File: src/evlog_pkg.sv
package evlog_pkg;

    // Largest number of monitored inputs a logger instance can serve.
    localparam int EVLOG_MAX_INPUTS   = 8;
    // Entries in the shared message table.
    localparam int EVLOG_MSG_ENTRIES  = 64;
    // Width of a message identifier.
    localparam int EVLOG_MSG_ID_W     = 6;
    // Longest message text in characters.
    localparam int EVLOG_MSG_MAX_CHARS = 32767;
    // Width of a message text length field.
    localparam int EVLOG_MSG_LEN_W    = 15;
    // Width of an input index.
    localparam int EVLOG_IDX_W        = 3;
    // Width of an instance (block) index.
    localparam int EVLOG_BLK_W        = 8;
    // Depth of the history entry queue.
    localparam int EVLOG_QUEUE_DEPTH  = 8;

    // Edge condition encodings of each input.
    typedef enum logic [1:0] {
        EVLOG_EDGE_RISE = 2'h1,
        EVLOG_EDGE_FALL = 2'h2,
        EVLOG_EDGE_BOTH = 2'h3
    } evlog_edge_t;

    // One diagnostics history entry.
    typedef struct packed {
        logic [EVLOG_BLK_W-1:0]    blk;     // Instance index.
        logic [EVLOG_IDX_W-1:0]    input_n; // Input number.
        logic [EVLOG_MSG_ID_W-1:0] msg_id;  // Message identifier.
        logic [EVLOG_MSG_LEN_W-1:0] msg_len; // Message text length.
    } evlog_entry_t;

    // One shared-table write request.
    typedef struct packed {
        logic                       we;   // Write strobe.
        logic [EVLOG_MSG_ID_W-1:0]  id;   // Entry written.
        logic [EVLOG_MSG_LEN_W-1:0] len;  // Text length in characters.
    } evlog_tbl_wr_t;

endpackage

File: src/evlog_msg_table.sv
`timescale 1ns/1ns
// Shared message table: one length word per message identifier.
module evlog_msg_table
    import evlog_pkg::*;
(
    input  wire logic                       i_core_clk, // Clock.
    input  wire evlog_tbl_wr_t              i_wr,       // Write request.
    input  wire logic [EVLOG_MSG_ID_W-1:0]  i_rd_id,    // Read identifier.
    output logic      [EVLOG_MSG_LEN_W-1:0] o_rd_len    // Registered length.
);

    // Storage array; contents survive controller reset.
    logic [EVLOG_MSG_LEN_W-1:0] mem_q [EVLOG_MSG_ENTRIES];

    // Write port.
    always_ff @(posedge i_core_clk) begin
        if (i_wr.we) begin
            mem_q[i_wr.id] <= i_wr.len;
        end
    end

    // Registered read port.
    always_ff @(posedge i_core_clk) begin
        o_rd_len <= mem_q[i_rd_id];
    end

endmodule

File: src/evlog_logger.sv
`timescale 1ns/1ns
module evlog_logger
    import evlog_pkg::*;
#(
    parameter int NUM_INPUTS = EVLOG_MAX_INPUTS, // Used inputs.
    parameter int BLK_INDEX  = 0                 // Instance index.
) (
    input  wire logic                      i_core_clk, // Clock.
    input  wire logic                      i_reset,    // Sync reset.
    input  wire logic [NUM_INPUTS-1:0]     i_sig,      // Monitored inputs.
    input  wire evlog_edge_t [NUM_INPUTS-1:0] i_edge_cfg, // Edge per input.
    input  wire logic [NUM_INPUTS-1:0][EVLOG_MSG_ID_W-1:0] i_msg_cfg, // IDs.
    input  wire evlog_tbl_wr_t             i_tbl_wr,   // Table write.
    input  wire logic                      i_hist_ready, // History accepts.
    input  wire logic                      i_lower_busy, // Lower blk pending.
    output logic      [NUM_INPUTS-1:0]     o_pulse,    // Edge pulses.
    output logic                           o_hist_valid, // Entry valid.
    output evlog_entry_t                   o_hist_entry, // Entry data.
    output logic                           o_busy,     // Entries pending.
    output logic                           o_overflow  // Entry was lost.
);

    ////////////////////////////////////////////////////////////////////////
    // Elaboration checks.

    // Only one to eight inputs can be served.
    if (NUM_INPUTS < 1 || NUM_INPUTS > EVLOG_MAX_INPUTS) begin : g_bad_n
        $error("NUM_INPUTS must lie between one and eight");
    end
    // Instance index must fit the entry field.
    if (BLK_INDEX < 0 || BLK_INDEX >= (1 << EVLOG_BLK_W)) begin : g_bad_b
        $error("BLK_INDEX does not fit the entry field");
    end
    // Queue pointers wrap by overflow, so the depth must be a power of two.
    if ((EVLOG_QUEUE_DEPTH & (EVLOG_QUEUE_DEPTH - 1)) != 0) begin : g_bad_q
        $error("EVLOG_QUEUE_DEPTH must be a power of two");
    end

    ////////////////////////////////////////////////////////////////////////
    // Edge detection.

    logic [NUM_INPUTS-1:0] prev_q;   // Previous-cycle samples.
    logic                  primed_q; // Previous samples are valid.
    logic [NUM_INPUTS-1:0] hit;      // Qualifying edges this cycle.

    // Capture samples; the first cycle after reset preloads them.
    // Inputs are synchronous to the clock, so they are taken as they stand.
    always_ff @(posedge i_core_clk) begin
        if (i_reset) begin
            prev_q   <= '0;
            primed_q <= 1'b0;
        end else begin
            prev_q   <= i_sig;
            primed_q <= 1'b1;
        end
    end

    // Each input is judged on its own edge condition.
    for (genvar g = 0; g < NUM_INPUTS; g++) begin : g_edge
        logic rise;  // Low to high.
        logic fall;  // High to low.
        logic hit_g; // This input qualifies.
        assign rise = primed_q && i_sig[g] && !prev_q[g];
        assign fall = primed_q && !i_sig[g] && prev_q[g];
        always_comb begin
            unique case (i_edge_cfg[g])
                EVLOG_EDGE_RISE: hit_g = rise;
                EVLOG_EDGE_FALL: hit_g = fall;
                EVLOG_EDGE_BOTH: hit_g = rise | fall;
                default:         hit_g = 1'b0; // Code zero: never fires.
            endcase
        end
        // Each bit of the hit vector has this one driver.
        assign hit[g] = hit_g;
    end

    // One-cycle output pulse per qualifying edge.
    always_ff @(posedge i_core_clk) begin
        if (i_reset) begin
            o_pulse <= '0;
        end else begin
            o_pulse <= hit;
        end
    end

    ////////////////////////////////////////////////////////////////////////
    // Entry queue, filled lowest input first.

    localparam int PW = $clog2(EVLOG_QUEUE_DEPTH + 1); // Count width.
    localparam int AW = $clog2(EVLOG_QUEUE_DEPTH);     // Address width.

    typedef struct packed {
        logic [EVLOG_IDX_W-1:0]    input_n; // Input number.
        logic [EVLOG_MSG_ID_W-1:0] msg_id;  // Message identifier.
    } evlog_qent_t;

    evlog_qent_t             q_mem_q [EVLOG_QUEUE_DEPTH]; // Queue storage.
    logic [AW-1:0]           wr_ptr_q;  // Write address.
    logic [AW-1:0]           rd_ptr_q;  // Read address.
    logic [PW-1:0]           count_q;   // Filled entries.
    logic                    pop;       // Entry handed to table lookup.
    logic                    out_busy_q; // Lookup stage holds an entry.

    // Queue is drained only when the lookup stage is free.
    // Only one entry is in flight between the queue and the history port.
    assign pop = (count_q != '0) && !out_busy_q;

    // Push every hit in ascending input order, dropping only when full.
    // A hit that finds the queue full is lost and flagged for one cycle.
    always_ff @(posedge i_core_clk) begin
        logic [AW-1:0] wp;  // Running write address.
        logic [PW-1:0] cnt; // Running count.
        logic          ovf; // Drop seen this cycle.
        wp  = wr_ptr_q;
        cnt = count_q - PW'(pop);
        ovf = 1'b0;
        if (i_reset) begin
            wr_ptr_q   <= '0;
            count_q    <= '0;
            o_overflow <= 1'b0;
        end else begin
            for (int i = 0; i < NUM_INPUTS; i++) begin
                if (hit[i]) begin
                    if (cnt < PW'(EVLOG_QUEUE_DEPTH)) begin
                        q_mem_q[wp] <= '{EVLOG_IDX_W'(i), i_msg_cfg[i]};
                        wp  = AW'(wp + 1'b1);
                        cnt = cnt + 1'b1;
                    end else begin
                        ovf = 1'b1;
                    end
                end
            end
            wr_ptr_q   <= wp;
            count_q    <= cnt;
            o_overflow <= ovf;
        end
    end

    // Read address advances one entry per pop.
    always_ff @(posedge i_core_clk) begin
        if (i_reset) begin
            rd_ptr_q <= '0;
        end else if (pop) begin
            rd_ptr_q <= AW'(rd_ptr_q + 1'b1);
        end
    end

    ////////////////////////////////////////////////////////////////////////
    // Shared table lookup and history output.

    logic [EVLOG_MSG_LEN_W-1:0] tbl_len;   // Looked-up text length.
    evlog_qent_t                stage_q;   // Entry under lookup.
    logic                       looked_q;  // Table data now valid.

    // Each instance holds its own copy of the table; writes are broadcast to all.
    // The read is addressed by the staged entry, not by the queue head: the
    // head moves on at the pop, while the staged identifier stays put for
    // the whole lookup, so the length shown belongs to the entry shown.
    evlog_msg_table u_table (
        .i_core_clk (i_core_clk),
        .i_wr       (i_tbl_wr),
        .i_rd_id    (stage_q.msg_id),
        .o_rd_len   (tbl_len)
    );

    // Lookup stage: hold the entry while the table read completes.
    always_ff @(posedge i_core_clk) begin
        if (i_reset) begin
            out_busy_q <= 1'b0;
            looked_q   <= 1'b0;
            stage_q    <= '0;
        end else if (pop) begin
            out_busy_q <= 1'b1;
            looked_q   <= 1'b0;
            stage_q    <= q_mem_q[rd_ptr_q];
        end else if (out_busy_q && !looked_q) begin
            looked_q <= 1'b1;
        end else if (o_hist_valid && i_hist_ready) begin
            out_busy_q <= 1'b0;
            looked_q   <= 1'b0;
        end
    end

    // Present the entry; a lower-index instance with pending work wins.
    always_ff @(posedge i_core_clk) begin
        if (i_reset) begin
            o_hist_valid <= 1'b0;
            o_hist_entry <= '0;
        end else if (o_hist_valid && i_hist_ready) begin
            o_hist_valid <= 1'b0;
        end else if (looked_q && !o_hist_valid && !i_lower_busy) begin
            o_hist_valid <= 1'b1;
            o_hist_entry <= '{EVLOG_BLK_W'(BLK_INDEX), stage_q.input_n,
                              stage_q.msg_id, tbl_len};
        end
    end

    // Pending-work flag for higher-index instances.
    // Fresh hits count too, so a higher block is held off from the cycle after
    // this block's edges arrive, the same cycle in which they reach the queue.
    always_ff @(posedge i_core_clk) begin
        if (i_reset) begin
            o_busy <= 1'b0;
        end else begin
            o_busy <= (count_q != '0) || out_busy_q || (hit != '0);
        end
    end

endmodule

File: config.mk
export PLATFORM = sky130hd
export DESIGN_NAME = evlog_logger
export DESIGN_NICKNAME = d
export VERILOG_FILES = /design/src/evlog_pkg.sv /design/src/evlog_msg_table.sv /design/src/evlog_logger.sv
export SDC_FILE = /design/constraint.sdc
export NUM_CORES = 1
export LEC_CHECK = 0
export BUFFER_PORTS_ARGS = -buffer_cell sky130_fd_sc_hd__buf_2
export CAP_MARGIN = 20
export CORE_MARGIN = 4
export CORE_UTILIZATION = 44
export CTS_CLUSTER_SIZE = 28
export DETAILED_ROUTE_END_ITERATION = 8
export PLACE_DENSITY = 0.6
export RECOVER_POWER = 50
export SLEW_MARGIN = 20
export SYNTH_ARGS = -nofsm -noshare
export SYNTH_HDL_FRONTEND = slang
export SYNTH_SLANG_ARGS = --single-unit
File: constraint.sdc
create_clock -name i_core_clk -period 8.95 [get_ports i_core_clk]
set_input_delay 0.895 -clock i_core_clk [delete_from_list [all_inputs] [get_ports i_core_clk]]
set_output_delay 0.895 -clock i_core_clk [all_outputs]
set_load 0.01 [all_outputs]
==> metrics.csv <==
stage;metric;value;unit
route;Final ANT Viol Nets;0;
logic_synthesis;area share of and/or/nand/nor cells after synthesis;5.723;%
cts;Worst-Skew Late Latency;0.71;ns
timing;Fin. Hold Viols;0;
logic_synthesis;Distinct cells, synth;84;
min_path;worst min path class;reg -> reg;
worst_setup_path;CP Capture Type;flop;
worst_setup_path;crit path kind;reg -> reg;
route;number of vias per cell;6.096;
route;drt pass-1 iters;5;
cts;Clock transition at path regs;0.06;ns
logic_synthesis;Synth Register Bits;1112;
power;PD cells;286.6;nW/um2
worst_setup_path;Critical Path AT;8.77;ns
final_layout;Multi-input gate area;15490;um2
logic_synthesis;sequential share of the synthesized area;66.57;%
timing;TNS Setup;0;ns
job;max_cap viols;16;
logic_synthesis;ys async rst share;0;%
worst_setup_path;Worst path depth;29;
logic_synthesis;Ys Warns;0;
floorplan;FP Rows;121;
min_path;Hold Path Depth;2;
global_routing;grt ovf;0;
global_routing;vias in the first global route;27591;
power;Leakage;17.95;nW
outcome;status;complete, but fails checks;
floorplan;core area;109300;um2
route;DR iter-0 viols;2931;
cts;clk sinks;1112;
timing;maximum achievable frequency;118.5;MHz
final_layout;sequential cell area;32370;um2
floorplan;Die ar.;115800;um2
placed_design;I/O Buffers;132;
floorplan;Die X;340.3;um
logic_synthesis;post-synthesis cell area;48600;um2
worst_setup_path;Reg2Reg Depth;29;
timing;Clock Skews;0.05859;ns
timing;Slew Viols, Final;1054;
cts;H-tree depth;3;
placed_design;dpl ws;0.01751;ns
logic_synthesis;Synth Area in Compound Gates;4.209;%
floorplan;DIE HEIGHT;340.3;um
cts;CTS Root Cell;clkbuf_16;
power;IR drop worst, VDD;0.0002105;V
timing;RSZ-0062 raised after global routing;false;
worst_setup_path;CP delay by family, top;simple AND/OR/NAND/NOR gates;
final_layout;share of cells above drive strength 1;27.61;%
worst_setup_path;critical path's slowest cell;xnor3_1;
global_routing;initial antenna violation count;9;
route;Routed wire per std cell;29.75;um
cts;# hold bufs at CTS;0;
route;WL final;133.6;mm
worst_setup_path;delay of the slowest critical-path stage;0.45;ns
worst_setup_path;Crit path required time;9.28;ns
final_layout;non-filler cells, final;4492;
final_layout;Fillers;8979;
logic_synthesis;EDFF count, synth;1008;
global_routing;first-pass GRT wire length;194.8;mm
logic_synthesis;largest family of logic cells by synthesized area;multiplexers;
cts;clk buf depth;3;
logic_synthesis;cells after synthesis;2730;
global_routing;GRT Total Usage;22.78;%
worst_setup_path;Worst Setup Start Kind;flop;
logic_synthesis;syn_area_per_cell;17.80;um2
global_routing;largest net degree at the start of global routing;104;
final_layout;Layout area overhead;12.95;%
logic_synthesis;Synth Area in Adders;0.4377;%
timing;Setup-failing EPs final;0;
timing;Worst Tran Pin Value;4.258;ns
route;DR vias;27381;
timing;post-route clock period utilization;94.29;%
cts;TritonCTS Buffers;115;
floorplan;Initial Util;44.46;%
logic_synthesis;post-synthesis mux area share;20.31;%
cts;TritonCTS clock tree;yes;
timing;final worst-path setup slack;0.5108;ns
logic_synthesis;Synth Flop Type;edfxtp_1;
logic_synthesis;xor/xnor cell area share of the yosys netlist;0.9783;%
final_layout;fin nets;3031;
outcome;violated checks;max-capacitance violations, max-slew violations;
placed_design;gpl congestion;0.9283;
placed_design;Placed Cells;4272;
placed_design;dpl hpwl;85.93;mm
timing;worst relative slew slack;-183.9;%
worst_setup_path;CP most frequent cell;ha_1;
power;Power Total;15.73;mW
route;Post-route DRC;0;
timing;fin crit period;8.439;ns
worst_setup_path;Worst Path Buf+Inv;5;
worst_setup_path;CP max FO;11;
floorplan;Top Ports;141;
==> Yosys cell counts (8+ instances only) <==
master / instances / share of area (%)
buf_4: 8 / 0.12
a211oi_1: 26 / 0.40
mux2_1: 27 / 0.63
edfxtp_1: 1008 / 62
dfxtp_1: 104 / 4.3
mux4_2: 333 / 15
a221o_1: 25 / 0.51
buf_1: 45 / 0.35
nand3_1: 24 / 0.25
nand2_1: 110 / 0.85
and2_1: 14 / 0.18
nand2b_1: 8 / 0.10
mux2i_1: 124 / 2.6
a211o_1: 9 / 0.16
nor3b_1: 9 / 0.14
a21o_1: 8 / 0.12
nor3_1: 20 / 0.21
nand4b_1: 15 / 0.27
nand3b_1: 17 / 0.26
or3_1: 9 / 0.12
o21ai_0: 26 / 0.27
o21ai_1: 37 / 0.38
mux2_2: 72 / 1.7
clkbuf_1: 118 / 0.91
ha_1: 17 / 0.44
nor2_1: 108 / 0.83
inv_1: 37 / 0.29
a21oi_1: 76 / 0.78
nand4_1: 64 / 0.82
nor2b_1: 21 / 0.27
a32o_1: 25 / 0.51
and3_1: 37 / 0.48
xnor2_1: 17 / 0.31
==> worst paths after layout <==
kind / from / endpoint / slack (ns)
worst min register to register: u_table.o_rd_len[6] / o_hist_entry[6] / 0.41
worst min-delay path: u_table.o_rd_len[6] / o_hist_entry[6] / 0.41
worst max register to register: count_q[2] / q_mem_q[6][2] / 0.51
worst max-delay path: count_q[2] / q_mem_q[6][2] / 0.51
==> registers in the layout, summed over array words and instances (netlist names), 3 cells and up <==
name / flops
o_pulse: 8
count_q: 4
q_mem_q: 72
o_hist_entry: 24
stage_q: 9
u_table.o_rd_len: 15
rd_ptr_q: 3
wr_ptr_q: 3
u_table.mem_q: 960
prev_q: 8
==> report_power, final <==
group	leakage [nW]	switching (mW)	internal, mW
combinational	6.27	2.76	2.23
sequential	9.93	0.289	5.91
clock	1.75	2.00	2.54
total	18.0	5.05	10.7
==> final cells by class <==
class | instances | area share [%]
multi-input cells | 1406 | 28.21
clock inverters | 65 | 0.9960
diodes | 3 | 0.01368
repair buffers | 239 | 2.633
well taps | 1476 | 3.364
clock buffers | 149 | 5.534
inverters | 42 | 0.2872
flip-flops and latches | 1112 | 58.96
==> worst register-to-register path: cells and delay by family, from the launching register on <==
kind	cells	cell delay (ns)
buffers and inverters	5	0.74
and+or+nand+nor	8	2.31
muxes	3	0.88
xor gates and xnor gates	2	0.61
AOI/OAI and AO/OA	4	1.08
DFF	1	0.38
adders and majority gates	7	2.10
==> routing by layer <==
layer	part of all wire (%)	global-route usage, %	routed length [um]
met1	41	31.56	54770
met4	3.1	6.488	4175
met2	49	37.69	65250
met5	0.025	0	34
met3	7.0	3.544	9397
==> what timing repair did <==
item | in CTS | in global routing
buffers inserted | 0 | 2
gates resized for setup | 0 | 6
endpoints found under the setup margin | 0 | 102
==> cells by family after synthesis <==
family,Yosys count
flip-flops,1112
multiplexers,557
AND/OR/NAND/NOR,501
AO/OA/AOI/OAI,285
buffers and inverters,219
XOR/XNOR,38
adder cells (fa/ha/maj),17
other,1
==> layout by cell type (no fill, tap or decap), types with 76 or more instances in the layout <==
cell type / netlist / routed
mux2i_1: 124 / 123
nand2_1: 110 / 110
mux4_2: 333 / 333
nor2_1: 108 / 107
a21oi_1: 76 / 76
buf_4: 8 / 91
clkbuf_16: 0 / 116
edfxtp_1: 1008 / 1008
dfxtp_1: 104 / 100
buf_2: 6 / 117
==> per-stage QoR <==
| step | hold slack (ns) | utilization [%] | area [um2] |
|---|---|---|---|
| final | 0.4145 | 50.22 | 54900 |
| after global routing | 0.4564 | 50.21 | 54890 |
| after CTS | 0.4194 | 50.22 | 54890 |
| after detailed placement | 0.4281 | 46.94 | 51310 |
| after global placement | 0.4232 | 46.94 | 51310 |
| after floorplan | 0.4174 | - | 48630 |
Note: power is estimated with default switching activity, not from simulation.
